===== config.mk =====
export PLATFORM = sky130hd
export DESIGN_NAME = dsc_conv_host_flat
export DESIGN_NICKNAME = d
export VERILOG_FILES = /design/src/verilog/dsc_pkg.sv /design/src/verilog/dsc_link_if.sv /design/src/verilog/dsc_conv_host.sv /design/src/verilog/dsc_fifo.sv /design/src/flat_wrapper.sv
export SDC_FILE = /design/constraint.sdc
export NUM_CORES = 1
export LEC_CHECK = 0
export ABC_AREA = 1
export BUFFER_PORTS_ARGS = -buffer_cell sky130_fd_sc_hd__buf_2
export CORE_MARGIN = 1.5
export CORE_UTILIZATION = 33
export CTS_CLUSTER_SIZE = 20
export DETAILED_ROUTE_END_ITERATION = 12
export SLEW_MARGIN = 25
export SYNTH_ARGS = -nofsm -noshare
export SYNTH_HDL_FRONTEND = slang
export SYNTH_HIERARCHICAL = 1
export SYNTH_SLANG_ARGS = --single-unit

===== constraint.sdc =====
create_clock -name clock -period 3.1 [get_ports clock]
set_clock_uncertainty 0.1 [all_clocks]
set_input_delay 0.62 -clock clock [delete_from_list [all_inputs] [get_ports clock]]
set_output_delay 0.62 -clock clock [all_outputs]
set_load 0.01 [all_outputs]

===== src/verilog/dsc_pkg.sv =====
/*
 * Shared constants for the dual converter sequencer: word layout,
 * conversion length and host-side timing.
 * Assumes a 25 MHz host clock; the convert, guard and frame counts are derived from that period.
 */
package dsc_pkg;

    // ========================================================
    // Word layout
    localparam int WORD_BITS = 18;
    localparam int CODE_COUNT = 262144;
    localparam logic [17:0] CODE_SIGN_MASK = 18'h2_0000;
    localparam logic [17:0] CODE_POS_FULL = 18'h1_FFFF;
    localparam logic [17:0] CODE_ZERO = 18'h0_0000;
    localparam logic [17:0] CODE_NEG_STEP = 18'h3_FFFF;
    localparam logic [17:0] CODE_NEG_FULL = 18'h2_0000;

    // ========================================================
    // Conversion length in link clock rising edges
    localparam int EDGES = 19;
    localparam int STEP_BITS = 5;

    // ========================================================
    // Host timing, times in ns and derived host clock counts
    localparam int CLOCK_NS = 40;
    localparam int CONV_HIGH_NS = 81;
    localparam int CONV_HIGH_CYC = (CONV_HIGH_NS + CLOCK_NS - 1) / CLOCK_NS;
    localparam int FALL_MARGIN_NS = 50;
    localparam int GUARD_NS = 200;
    localparam int GUARD_CYC = (GUARD_NS + CLOCK_NS - 1) / CLOCK_NS;
    localparam int SAMPLE_RATE_HZ = 192000;
    localparam int FRAME_NS = 1000000000 / SAMPLE_RATE_HZ;
    localparam int FRAME_CYC = FRAME_NS / CLOCK_NS;
    localparam int CLK_HALF_CYC = 2;
    localparam int FIFO_DEPTH = 16;

    // Host sequencer states, one bit flipping per step from ST_IDLE to ST_GAP
    typedef enum logic [2:0] {
        ST_IDLE = 3'b000,
        ST_CONV = 3'b001,
        ST_GUARD = 3'b011,
        ST_CLOCKS = 3'b010,
        ST_GAP = 3'b110
    } dsc_state_t;

endpackage : dsc_pkg

===== src/verilog/dsc_link_if.sv =====
/*
 * Link between converter and controller: convert strobe, conversion
 * clock and two serial data lines.
 * Assumes the controller makes both the strobe and the clock.
 */
`timescale 1ns/1ns
interface dsc_link_if;
    logic convert;
    logic conversion_clock_input;
    logic data_a;
    logic data_b;

    modport device (
        input convert,
        input conversion_clock_input,
        output data_a,
        output data_b
    );

    modport host (
        output convert,
        output conversion_clock_input,
        input data_a,
        input data_b
    );
endinterface : dsc_link_if


===== src/verilog/dsc_conv_host.sv =====
/*
 * Controller end: issues convert strobes at the frame rate, makes the
 * conversion clock by dividing its own clock, gathers both serial
 * words and queues them in a FIFO for the user.
 * Assumes a 25 MHz clock; a full FIFO holds off the next convert.
 */
`timescale 1ns/1ns
module dsc_conv_host #(
    parameter int WIDTH = dsc_pkg::WORD_BITS,
    parameter int DEPTH = dsc_pkg::FIFO_DEPTH,
    parameter int FRAME = dsc_pkg::FRAME_CYC
) (
    input wire logic clock,
    input wire logic rst,
    dsc_link_if.host link,
    input wire logic run,
    output logic word_valid,
    input wire logic word_ready,
    output logic [WIDTH-1:0] word_a,
    output logic [WIDTH-1:0] word_b
);
    import dsc_pkg::*;

    dsc_state_t state_reg;
    logic [15:0] frame_reg;
    logic [7:0] div_reg;
    logic [STEP_BITS-1:0] edge_reg;
    logic conv_reg;
    logic clk_reg;
    logic [1:0] sync_a_reg;
    logic [1:0] sync_b_reg;
    logic [WIDTH-1:0] sh_a_reg;
    logic [WIDTH-1:0] sh_b_reg;
    logic fifo_ready;
    logic start_conv;
    logic div_wrap;
    logic rise;
    logic last_fall;
    logic fall_d_reg;
    logic take;
    logic push_word;

    assign start_conv = (state_reg == ST_IDLE) && run && fifo_ready;
    assign div_wrap = (state_reg == ST_CLOCKS)
                      && (div_reg == 8'(CLK_HALF_CYC - 1));
    assign rise = div_wrap && !clk_reg;
    assign last_fall = div_wrap && clk_reg
                       && (edge_reg == STEP_BITS'(EDGES));
    // Edge 1 launches no data, so bits come from edges 2 to 19
    assign take = fall_d_reg && (edge_reg > STEP_BITS'(1));
    assign push_word = fall_d_reg && (edge_reg == STEP_BITS'(EDGES));

    // ========================================================
    // Frame sequencer
    always_ff @(posedge clock) begin
        if (rst) begin
            state_reg <= ST_IDLE;
        end else begin
            case (state_reg)
                ST_IDLE: begin
                    if (start_conv) begin
                        state_reg <= ST_CONV;
                    end
                end
                ST_CONV: begin
                    if (frame_reg == 16'(CONV_HIGH_CYC - 1)) begin
                        state_reg <= ST_GUARD;
                    end
                end
                ST_GUARD: begin
                    if (frame_reg == 16'(GUARD_CYC - 1)) begin
                        state_reg <= ST_CLOCKS;
                    end
                end
                ST_CLOCKS: begin
                    if (last_fall) begin
                        state_reg <= ST_GAP;
                    end
                end
                ST_GAP: begin
                    // Spacing may be stretched without limit by run
                    if (frame_reg >= 16'(FRAME - 1)) begin
                        state_reg <= ST_IDLE;
                    end
                end
                default: begin
                    state_reg <= ST_IDLE;
                end
            endcase
        end
    end

    // Cycles since the convert edge
    always_ff @(posedge clock) begin
        if (rst || start_conv) begin
            frame_reg <= '0;
        end else if (state_reg != ST_IDLE) begin
            frame_reg <= frame_reg + 1'b1;
        end
    end

    // Convert strobe, dropped long before edge 19
    always_ff @(posedge clock) begin
        if (rst) begin
            conv_reg <= 1'b0;
        end else if (start_conv) begin
            conv_reg <= 1'b1;
        end else if (state_reg == ST_CONV
                     && frame_reg == 16'(CONV_HIGH_CYC - 1)) begin
            conv_reg <= 1'b0;
        end
    end

    // ========================================================
    // Clock divider: runs only for the 19 edges, then parks low
    always_ff @(posedge clock) begin
        if (rst) begin
            div_reg <= '0;
        end else if (state_reg == ST_GUARD) begin
            div_reg <= 8'(CLK_HALF_CYC - 1);
        end else if (div_wrap) begin
            div_reg <= '0;
        end else if (state_reg == ST_CLOCKS) begin
            div_reg <= div_reg + 1'b1;
        end
    end

    always_ff @(posedge clock) begin
        if (rst) begin
            clk_reg <= 1'b0;
        end else if (div_wrap) begin
            clk_reg <= ~clk_reg;
        end
    end

    // Rising edges issued this frame
    always_ff @(posedge clock) begin
        if (rst || start_conv) begin
            edge_reg <= '0;
        end else if (rise) begin
            edge_reg <= edge_reg + 1'b1;
        end
    end

    // ========================================================
    // Data capture: pins pass two flops, so a bit launched on a link
    // rise is only settled at the sync output two cycles later,
    // which is the cycle after the following fall
    always_ff @(posedge clock) begin
        if (rst) begin
            fall_d_reg <= 1'b0;
        end else begin
            fall_d_reg <= div_wrap && clk_reg;
        end
    end

    // Pin synchronisers
    always_ff @(posedge clock) begin
        if (rst) begin
            sync_a_reg <= '0;
            sync_b_reg <= '0;
        end else begin
            sync_a_reg <= {sync_a_reg[0], link.data_a};
            sync_b_reg <= {sync_b_reg[0], link.data_b};
        end
    end

    always_ff @(posedge clock) begin
        if (rst) begin
            sh_a_reg <= '0;
            sh_b_reg <= '0;
        end else if (take) begin
            sh_a_reg <= {sh_a_reg[WIDTH-2:0], sync_a_reg[1]};
            sh_b_reg <= {sh_b_reg[WIDTH-2:0], sync_b_reg[1]};
        end
    end

    assign link.convert = conv_reg;
    assign link.conversion_clock_input = clk_reg;

    // ========================================================
    // Result queue; room is checked before each convert. The last bit
    // joins the word on the way in, as it is shifted on the same edge
    dsc_fifo #(
        .WIDTH(2 * WIDTH),
        .DEPTH(DEPTH)
    ) u_fifo (
        .clock(clock),
        .rst(rst),
        .in_valid(push_word),
        .in_ready(fifo_ready),
        .in_data({sh_a_reg[WIDTH-2:0], sync_a_reg[1],
                  sh_b_reg[WIDTH-2:0], sync_b_reg[1]}),
        .out_valid(word_valid),
        .out_ready(word_ready),
        .out_data({word_a, word_b})
    );
endmodule : dsc_conv_host


===== src/verilog/dsc_fifo.sv =====
/*
 * Flip-flop FIFO with valid/ready on both sides.
 * Assumes one clock; full and empty come from an occupancy count.
 */
`timescale 1ns/1ns
module dsc_fifo #(
    parameter int WIDTH = 36,
    parameter int DEPTH = 16
) (
    input wire logic clock,
    input wire logic rst,
    input wire logic in_valid,
    output logic in_ready,
    input wire logic [WIDTH-1:0] in_data,
    output logic out_valid,
    input wire logic out_ready,
    output logic [WIDTH-1:0] out_data
);
    import dsc_pkg::*;

    localparam int PB = (DEPTH > 1) ? $clog2(DEPTH) : 1;
    localparam int CB = $clog2(DEPTH + 1);

    logic [WIDTH-1:0] mem_reg [DEPTH];
    logic [PB-1:0] wr_reg;
    logic [PB-1:0] rd_reg;
    logic [CB-1:0] count_reg;
    logic push;
    logic pop;

    // ========================================================
    // Handshakes
    assign in_ready = (count_reg != CB'(DEPTH));
    assign out_valid = (count_reg != '0);
    assign out_data = mem_reg[rd_reg];
    assign push = in_valid && in_ready;
    assign pop = out_valid && out_ready;

    // Storage write
    always_ff @(posedge clock) begin
        if (push) begin
            mem_reg[wr_reg] <= in_data;
        end
    end

    // Pointers wrap at DEPTH, which need not be a power of two
    always_ff @(posedge clock) begin
        if (rst) begin
            wr_reg <= '0;
            rd_reg <= '0;
        end else begin
            if (push) begin
                wr_reg <= (wr_reg == PB'(DEPTH - 1)) ? '0 : wr_reg + 1'b1;
            end
            if (pop) begin
                rd_reg <= (rd_reg == PB'(DEPTH - 1)) ? '0 : rd_reg + 1'b1;
            end
        end
    end

    // Occupancy
    always_ff @(posedge clock) begin
        if (rst) begin
            count_reg <= '0;
        end else if (push && !pop) begin
            count_reg <= count_reg + 1'b1;
        end else if (pop && !push) begin
            count_reg <= count_reg - 1'b1;
        end
    end
endmodule : dsc_fifo


===== src/flat_wrapper.sv =====
// flat-port wrapper written by rule: the top's interface ports become plain ports
module dsc_conv_host_flat import dsc_pkg::*;
#(
    parameter int WIDTH = dsc_pkg::WORD_BITS,
    parameter int DEPTH = dsc_pkg::FIFO_DEPTH,
    parameter int FRAME = dsc_pkg::FRAME_CYC
)
  (clock, rst, run, word_valid, word_ready, word_a, word_b, link_convert, link_conversion_clock_input, link_data_a, link_data_b);
  dsc_link_if link_i ();
  input wire logic clock;
  input wire logic rst;
  input wire logic run;
  output logic word_valid;
  input wire logic word_ready;
  output logic [WIDTH-1:0] word_a;
  output logic [WIDTH-1:0] word_b;
  output wire logic [$bits(link_i.convert)-1:0] link_convert;
  output wire logic [$bits(link_i.conversion_clock_input)-1:0] link_conversion_clock_input;
  input wire logic [$bits(link_i.data_a)-1:0] link_data_a;
  input wire logic [$bits(link_i.data_b)-1:0] link_data_b;
  assign link_convert = link_i.convert;
  assign link_conversion_clock_input = link_i.conversion_clock_input;
  assign link_i.data_a = link_data_a;
  assign link_i.data_b = link_data_b;
  dsc_conv_host #(.WIDTH(WIDTH), .DEPTH(DEPTH), .FRAME(FRAME)) u_core (.clock(clock), .rst(rst), .link(link_i), .run(run), .word_valid(word_valid), .word_ready(word_ready), .word_a(word_a), .word_b(word_b));
endmodule

Word-level counts from Yosys, hierarchy flattened --
Memories as Yosys holds them, arrays and structs flattened. A register that Yosys moved wholly into a read port is not among the register bits. Index checks and enable logic that the tools add are counted.
Word-level totals: logic and storage cells 86, memory bits (read-only) 0, register bits after elaboration 86, output and inout bits 39, RAM bits 576, bits in latches 0, memories kept 1
Operators by class: bitwise operators 1, equality and inequality tests 16, order comparisons 2, reductions and logical operators 25, divide/modulo/power cells 0, add/subtract/negate cells 7, multiplexer cells 19, shift operators 0, $mul 0
Memories:
- u_core.u_fifo.mem_reg | depth 16, bits a word 36, rd ports 1, clocked after Yosys merged registers in 1, write ports 1, line dsc_fifo.sv:24 | logic [WIDTH-1:0] mem_reg [DEPTH];
Operators with widths (count):
- adder 16 x 1 -> 16 bit, second input constant | 1
- == test 16 x 2 -> 1 bit, second input constant | 1
- == test 16 x 3 -> 1 bit, second input constant | 1
- greater-or-equal comparator 16 x 8 -> 1 bit, second input constant | 1
- 2-to-1 mux 4 bit | 4
- 2-to-1 mux 3 bit | 5
- one-hot mux 3 bit (5 select lines) | 1
- logical AND 1 bit | 13
- adder 5 x 1 -> 5 bit, second input constant | 2
- 2-to-1 mux 5 bit | 2
- != test 2 x 1 -> 1 bit, second input constant | 5
- adder 4 x 1 -> 4 bit, second input constant | 2
- adder 8 x 1 -> 8 bit, second input constant | 1
- == test 4 bit, second input constant | 2
- == test 8 x 1 -> 1 bit, second input constant | 1
- 2-to-1 mux 1 bit | 7
- == test 3 x 2 -> 1 bit, second input constant | 2
- nonzero test 3 bit | 2
- == test 5 bit, second input constant | 1
- > comparator 5 x 1 -> 1 bit, second input constant | 1
- != test 5 bit, second input constant | 1
- AND reduction 5 bit | 1
- nonzero test 5 bit | 1
- subtractor 5 x 1 -> 5 bit, second input constant | 1
- 8 further kinds | 11

Depth between registers and ports, before layout --
Gate-level depths: netlist of the first run.
depth after elaboration 7, depth in mapped cells 14, mapped depth without buffers 14

By module --
Netlist of the first run, hierarchy kept.
Modules (own cells, without submodules):
- dsc_fifo | cells each 2284, seq. area each 17636.9 um2, times used 1, area each 24798.8 um2
- dsc_conv_host | cells each 428, seq. area each 1461.4 um2, times used 1, area each 3208.1 um2

Worst setup path before layout of the first run --
OpenSTA, ideal clock, no wires.
path kind reg-to-reg, from reg u_core.edge_reg[0], to mem u_core.u_fifo.mem_reg[0][0], enable pin, library setup time 0.429 ns, required time 2.571 ns, period minus slack after synthesis 3.333 ns, arrival time 2.803 ns, setup slack -0.233 ns, buffers on the path 0, cell stages (with the launch flop) 8, path through dfxtp_1 ha_1 nand2_1 nor3b_1 nand2_1 inv_1 nand2_1 nor2_1
On the way: word-level cells in the longest chain between the ends 5
RTL lines:
- start: declaration | line dsc_conv_host.sv:27 | logic [STEP_BITS-1:0] edge_reg;
- start signal: assignment | line dsc_conv_host.sv:141 | edge_reg <= edge_reg + 1'b1;
- == test 5 bit | line dsc_conv_host.sv:51 | assign push_word = fall_d_reg && (edge_reg == STEP_BITS'(EDGES));
- logical AND 1 bit | line dsc_conv_host.sv:51
- via u_core.push_word | line dsc_conv_host.sv:41 | logic push_word;
- logical AND 1 bit | line dsc_fifo.sv:36 | assign push = in_valid && in_ready;
- via u_core.u_fifo.push | line dsc_fifo.sv:28 | logic push;
- 2-to-1 mux 1 bit | line dsc_fifo.sv:41 | if (push) begin
- 2-to-1 mux 1 bit (not written as such) | line dsc_fifo.sv:42 | mem_reg[wr_reg] <= in_data;
- end: declaration | line dsc_fifo.sv:24
The timed path passes the listed nets, and every way through them passes these cells.

==> summary.md, run 1 <==
| Metric | Value |
|---|---|
| Outcome | `complete, no violations` |
| Io pins | `45` |
| Psw | `5.79 mW` |
| # clock sinks | `666` |
| Top cells by area, synth | `edfxtp_1, nand2_1, dfxtp_1` |
| Most numerous cell in the Yosys netlist | `nand2_1` |
| Layout cells sized above 1 | `0.0987` |
| Final Power | `~21 mW` |
| Fin. max-slew vios | `0` |
| Fin crit share | `0.957` |
| Worst-Skew Late Latency | `0.62 ns` |
| Hold Crit Depth | `3` |
| Average wire per standard cell | `17.5 um` |
| Clock share of power | `0.390` |
| Met2 Use GR | `0.262` |
| Busiest grt layer | `met2` |
| Antenna Nets Post-Route | `0` |
| Maximum clock path buffer count | `3` |
| Commonest cells post-synth | `nand2_1, edfxtp_1, nand3_1, inv_1, nor2_1` |
| Ys async rst share | `0` |
| Synthesized instance count | `between 2000 and 3000` |
| Final WS setup | `about 0.13 ns` |
| Antenna Cells | `0` |
| RSZ-0062 raised after global routing | `no` |
| Mean Syn Cell Area | `between 10 and 15 um2` |
| Placed cell count | `around 3800` |
| Clock root cell | `clkbuf_16` |
| Register area share after synthesis | `0.682` |
| Fin cells | `about 4000` |
| Number of synthesized flops with an enable pin | `576` |
| DRT Wirelength | `69500 um` |
| Critical Path Sink Type | `output pin` |
| Pwr dens | `654 nW/um2` |
| Synth Flop Type | `edfxtp_1` |
| Synth unique cells | `42` |
| Via density | `~4.7` |
| CTS tree | `done` |
| Relative slew slack | `0.473` |
| Synth Net Count | `2737` |
| Post-CTS Hold Buffers | `0` |
| Max Fanout on Critical Path | `42` |
| CP arrival | `2.25 ns` |
| Initial Util | `0.334` |
| Area Growth Syn to Fin | `15.8%` |
| Power share of the sequential group | `0.461` |
| R2R depth | `14` |
| Number of flip-flops in the largest register | `576` |
| FMAX | `between 300 and 400 MHz` |
| Total of warnings raised by yosys | `6` |
| Largest net degree at the start of global routing | `between 80 and 90` |
| First-pass GRT wire length | `around 110000 um` |
| Worst setup SP type | `flop` |
| Grt met3 use | `0.0281` |
| Gr ovfl total | `0` |
| Share of the synthesized area in the top cell type | `0.618` |
| CTS clk-pin slew, worst paths | `0.06 ns` |
| Via count | `roughly 19000` |
| DRC violations left | `0` |
| Die area | `86600 um2` |
| Crit Path Class | `reg2out` |
| Total track usage | `0.160` |
| Min cycle time layout | `2.97 ns` |
| Pre-CTS setup slack | `roughly 0.55 ns` |
| Leak Pwr | `13.3 nW` |
| Post-synthesis cell area | `approximately 28000 um2` |
| Synthesized flop and latch total | `666` |
| Internal power | `~15 mW` |
| CP required | `2.38 ns` |
| Final Hold Violating Endpoints | `0` |
| Nets | `2796` |
| Peak supply drop | `0.408 mV` |
| Switching Fraction | `0.273` |
| Comb pwr share | `0.149` |
| Reg-to-reg slack, setup | `0.52 ns` |
| DP Wirelength | `35900 um` |
| Max-cap violations | `0` |
| Global placer's final weighted congestion | `0.747` |
| CTS H-tree lvls | `3` |
| Die W | `around 290 um` |
| Drt pass-1 iters | `5` |
| Vias in the first global route | `17800` |
| Setup Viol. Count Final | `0` |
| Final Util | `0.387` |
| CTS Buf Count | `72` |
| DR iter-0 viols | `1620` |
| Initial antenna violation count | `0` |
| Core box area | `83800 um2` |
| Tightest Pin Transition | `0.790 ns` |
| Hold Crit Class | `in2reg` |
| Leading area contributor after synthesis | `edfxtp_1` |
| Met1 usage | `0.215` |
| Row count | `106` |
| Port Buffers | `44` |
| Setup_tns | `0 ns` |
| Die height | `294 um` |
-- worst max-delay path: stages, from the launching register on --
cell and delay (ns):
dfxtp_4 0.39, buf_8 0.17, clkinv_16 0.14, buf_16 0.22, nand2_1 0.08, nand2_1 0.04
nand2_1 0.05, nand3_1 0.11, nand3_1 0.12, nand2_1 0.13, buf_2 0.17
-- power by group through the flow --
| stage | Clock [mW] | Combinational (mW) | Sequential (mW) |
|---|---|---|---|
| 2_1_floorplan | 0 | 2.09 | 9.92 |
| 3_3_place_gp | 0 | 2.86 | 9.96 |
| 3_5_place_dp | 0 | 2.87 | 9.96 |
| 4_1_cts | 8.43 | 3.04 | 9.77 |
| 5_1_grt | 8.77 | 3.48 | 9.78 |
| 6_report | 8.28 | 3.16 | 9.77 |
-- layer usage --
metal,wire (um),share of wire,vias to the layer above
li1,-,-,9091
met1,30500,0.44,8907
met2,32600,0.47,548
met3,4480,0.064,125
met4,1890,0.027,0
met5,0,0,-
-- metrics by stage --
stage,hold WS (ns),cell area (um2)
after floorplan,0.288,28000
after global placement,0.292,29800
after global routing,0.133,32400
final,0.141,32400
after CTS,0.110,32300
after detailed placement,0.299,29800
-- logic make-up (layout without fill, tap and decap cells) --
kind of cell	after synthesis	count (layout)	share of synthesized area
xor+xnor	5	5	0.00156
flops	666	666	0.682
compound gates	130	130	0.0241
buf+inv	350	465	0.0559
fa+ha+maj	19	19	0.00876
simple gates	1542	1542	0.228
-- what timing repair did --
action / 4_1_cts / 5_1_grt
gates resized for setup: 4 / 15
endpoints found under the setup margin: 12 / 16
setup buffers: 4 / 0
hold endpoints to repair: 0 / 0
gates cloned: 3 / 5
-- cell type report --
type / count / area, um2
Fill cell: 8126 / 51400
Sequential cell: 666 / 19100
Multi-Input combinational cell: 1696 / 7470
Clock buffer: 86 / 1910
Tap cell: 1134 / 1420
Timing Repair Buffer: 115 / 1280
Inverter: 218 / 856
Clock inverter: 44 / 378
Timing Repair inverter: 2 / 20.0
-- layout by cell type (no fill, tap or decap), types with 4 or more instances in the layout --
master      synthesis  routed
nor3b_1             4       4
dfxtp_1            90      86
nand2_2             3       6
a21oi_1            31      31
o211ai_1            6       6
nor2_4              5      21
buf_16              0       9
clkbuf_1           30      11
inv_2              10       9
nand3_1           312     312
clkinv_1            1      17
clkbuf_16           0      78
bufinv_16           0       4
buf_2              61      44
o21ai_0            88      88
ha_1               18      18
clkinv_2            0       9
nand4_1             6       6
nor2_1            199     183
nor3_1              8       8
buf_4               3      35
inv_1             206     205
xor2_1              5       5
clkinvlp_4          0       7
nand2_1           986     983
edfxtp_1          576     576
buf_12              0      21
-- final timing paths --
| check | start | end |
|---|---|---|
| setup / recovery | flop | word_b[0] |
| hold / removal | link_data_b | u_core/sync_b_reg[0] |
| setup reg to reg | u_core/edge_reg[0] | u_core/u_fifo/count_reg[4] |
| hold reg to reg | u_core/sync_b_reg[0] | u_core/sync_b_reg[1] |
(Power assumes the default switching activity.)
==> inputs of run 2 (changes only) <==
--- a/config.mk
+++ b/config.mk
@@ -7,6 +7,7 @@
 export LEC_CHECK = 0
 export ABC_AREA = 1
 export BUFFER_PORTS_ARGS = -buffer_cell sky130_fd_sc_hd__buf_2
+export CORE_ASPECT_RATIO = 0.8
 export CORE_MARGIN = 1.5
 export CORE_UTILIZATION = 33
 export CTS_CLUSTER_SIZE = 20
==> summary.md, run 2 (same netlist as run 1, synthesis figures left out) <==
| Metric | Value |
|---|---|
| Max Fanout on Critical Path | `28 (-33%)` |
| FILL cells | `8073 (-0.65%)` |
| First-pass GRT wire length | `105000 um (-1.1%)` |
| CTS tree | `done` |
| CTS H-tree lvls | `3 (unchanged)` |
| Critical path's slowest cell | `dfxtp_4` |
| Grt met3 use | `0.0275 (-0.000549)` |
| Clock root cell | `clkbuf_16` |
| CTS Buf Count | `66 (-8.3%)` |
| Vias in the first global route | `17600 (-1.1%)` |
| Total track usage | `0.157 (-0.00314)` |
| Switching Fraction | `0.273 (about the same)` |
| Worst setup SP type | `flop` |
| Psw | `5.62 mW (-3.0%)` |
| Worst-Skew Late Latency | `0.61 ns (about the same)` |
| Leak Pwr | `13.2 nW (-1.3%)` |
| Peak supply drop | `0.359 mV (-12%)` |
| Relative slew slack | `0.431 (-0.0422)` |
| Initial antenna violation count | `0 (unchanged)` |
| Final instance area | `32000 um2 (-1.2%)` |
| Crit Path Class | `reg2out` |
| Io pins | `45 (unchanged)` |
| Fin cells | `3918 (-1.1%)` |
| Placed Area | `29700 um2 (-0.40%)` |
| Clock share of power | `0.376 (-0.014)` |
| Die area | `86600 um2 (about the same)` |
| Hold Path End | `u_core/sync_a_reg[0]` |
| Number of flip-flops in the largest register | `576 (unchanged)` |
| Hold path start | `link_data_a` |
| Met2 Use GR | `0.247 (-0.0150)` |
| # clock sinks | `666 (unchanged)` |
| Buffers plus inverters on the worst setup path | `2 (-2)` |
| Average wire per standard cell | `17.6 um (+0.15%)` |
| Die W | `329 um (+12%)` |
| Commonest non-fill, non-tap cell in the layout | `nand2_1` |
| Busiest grt layer | `met2` |
| RR Startpoint | `u_core/edge_reg[0]` |
| Via density | `4.75 (+0.85%)` |
| R2R depth | `9 (-5)` |
| Largest net degree at the start of global routing | `115 (+31%)` |
| Core box area | `84000 um2 (+0.26%)` |
| Pwr dens | `642 nW/um2 (-1.8%)` |
| Final Power | `20.6 mW (-3.0%)` |
| Final Util | `0.381 (-0.00569)` |
| R2r endpoint | `u_core/u_fifo/mem_reg[5][4]` |
| Footprint of the multi-input gates | `7470 um2 (about the same)` |
| Row count | `95 (-10%)` |
| Initial Util | `0.333 (-0.000861)` |
| CTS clk-pin slew, worst paths | `0.06 ns (about the same)` |
| Power share of the sequential group | `0.476 (+0.015)` |
| RSZ-0062 raised after global routing | `no` |
| Fin. max-slew vios | `0 (unchanged)` |
| Tightest Pin Transition | `0.853 ns (+0.0632 ns)` |
| Maximum clock path buffer count | `3 (unchanged)` |
| CP cell instances | `buf_4, nand3_1, nand3_1, nand2_1, buf_2` |
| Fin crit share | `0.973 (+0.0154)` |
| Area Growth Syn to Fin | `14.4%` |
| Hold Crit Class | `in2reg` |
| Max-cap violations | `0 (unchanged)` |
| DRC violations left | `0 (unchanged)` |
| FMAX | `332 MHz (-1.6%)` |
| Setup Viol. Count Final | `0 (unchanged)` |
| Via count | `18600 (-0.24%)` |
| CP arrival | `2.30 ns (+0.05 ns)` |
| Placed cell count | `3789 (-0.79%)` |
| Final Hold Violating Endpoints | `0 (unchanged)` |
| Comb pwr share | `0.149 (about the same)` |
| Cell family with most CP delay | `buffers and inverters` |
| CP required | `2.38 ns (about the same)` |
| Global placer's final weighted congestion | `0.760 (+1.7%)` |
| Most frequent cells in the layout | `nand2_1, edfxtp_1, nand3_1` |
| Min cycle time layout | `3.02 ns (+0.0478 ns)` |
| Internal power | `15.0 mW (-3.0%)` |
| Critical Path Sink Type | `output pin` |
| DR iter-0 viols | `1683 (+3.9%)` |
| Antenna Nets Post-Route | `0 (unchanged)` |
| DP Wirelength | `33900 um (-5.7%)` |
| Nets | `2776 (-0.72%)` |
| Met1 usage | `0.223 (+0.00759)` |
| Outcome | `complete, no violations` |
| Port Buffers | `44 (unchanged)` |
| Gr ovfl total | `0 (unchanged)` |
| Max stage delay on crit path | `0.63 ns (+0.24 ns)` |
| DRT Wirelength | `68800 um (-0.94%)` |
| Top cell by count, worst path | `nand3_1` |
| Worst hold margin | `0.141 ns (-0.00000200 ns)` |
| Layout cells sized above 1 | `0.0910 (-0.00768)` |
| Hold Crit Depth | `3 (unchanged)` |
| Reg-to-reg slack, setup | `0.38 ns (-0.14 ns)` |
| Drt pass-1 iters | `5 (unchanged)` |
| Die height | `264 um (-10%)` |
| Register Area | `19100 um2 (unchanged)` |
run 2: changes by cell type in the layout (fill, tap and decap cells not counted), moves of 2 or more:
cell,delta
clkinvlp_4,-5
buf_16,-3
clkbuf_1,+2
buf_4,-12
clkbuf_16,-7
clkinv_1,-4
buf_12,+2
clkbuf_8,+4
buf_6,+2
run 2: tightest hold or removal path: cells and delay by family:
kind | cells | cell delay, ns
buffers and inverters | 2 | 0.12
and+or+nand+nor | 1 | 0.07
run 2: layout make-up:
cell class,instances,area share
antenna,1,0.0000781
sequential,666,0.596
inverter,218,0.0264
timing repair buffer,103,0.0360
tap,1115,0.0435
clock inverter,34,0.00859
clock buffer,85,0.0560
multi-input combinational,1696,0.233
run 2: routing by layer:
metal  share of wire  up-vias  wire, um
li1                -     9047         -
met1            0.46     8978     32000
met2            0.45      519     31300
met3           0.064       82      4390
met4           0.017        0      1180
met5               0        -         0
run 2: repair_timing:
item,CTS,global route
resized for setup,3,11
setup buffers,0,3
hold buffers,0,0
pin swaps,0,0
setup endpoints to repair,22,35
cloned,2,4
run 2: worst max path at each step:
stage | startpoint | to | slack, ns | cells past startpoint
6_report | flop | word_b[11] | 0.08 | 5
5_1_grt | flop | word_b[15] | 0.0007 | 9
4_1_cts | flop | word_a[1] | -0.001 | 8
3_5_place_dp | u_core/edge_reg[0] | u_core/u_fifo/mem_reg[5][12] | 0.39 | 9
3_3_place_gp | u_core/edge_reg[0] | u_core/u_fifo/mem_reg[5][12] | 0.48 | 9
2_1_floorplan | u_core/edge_reg[0] | u_core/u_fifo/mem_reg[0][0] | -0.23 | 7
run 2: power groups by stage:
| stage | logic (mW) | registers, mW | clock network, mW |
|---|---|---|---|
| floorplan | 2.09 | 9.92 | 0 |
| global placement | 2.79 | 9.96 | 0 |
| detailed placement | 2.81 | 9.97 | 0 |
| CTS | 2.91 | 9.79 | 7.91 |
| global route | 3.39 | 9.79 | 8.24 |
| finish | 3.06 | 9.79 | 7.73 |
run 2: metrics by stage:
step,TNS [ns],setup slack (ns)
2_1_floorplan,-117.06,-0.233
3_3_place_gp,0,0.481
3_5_place_dp,0,0.394
4_1_cts,-0.00101,-0.00101
5_1_grt,0,0.000669
6_report,0,0.0844
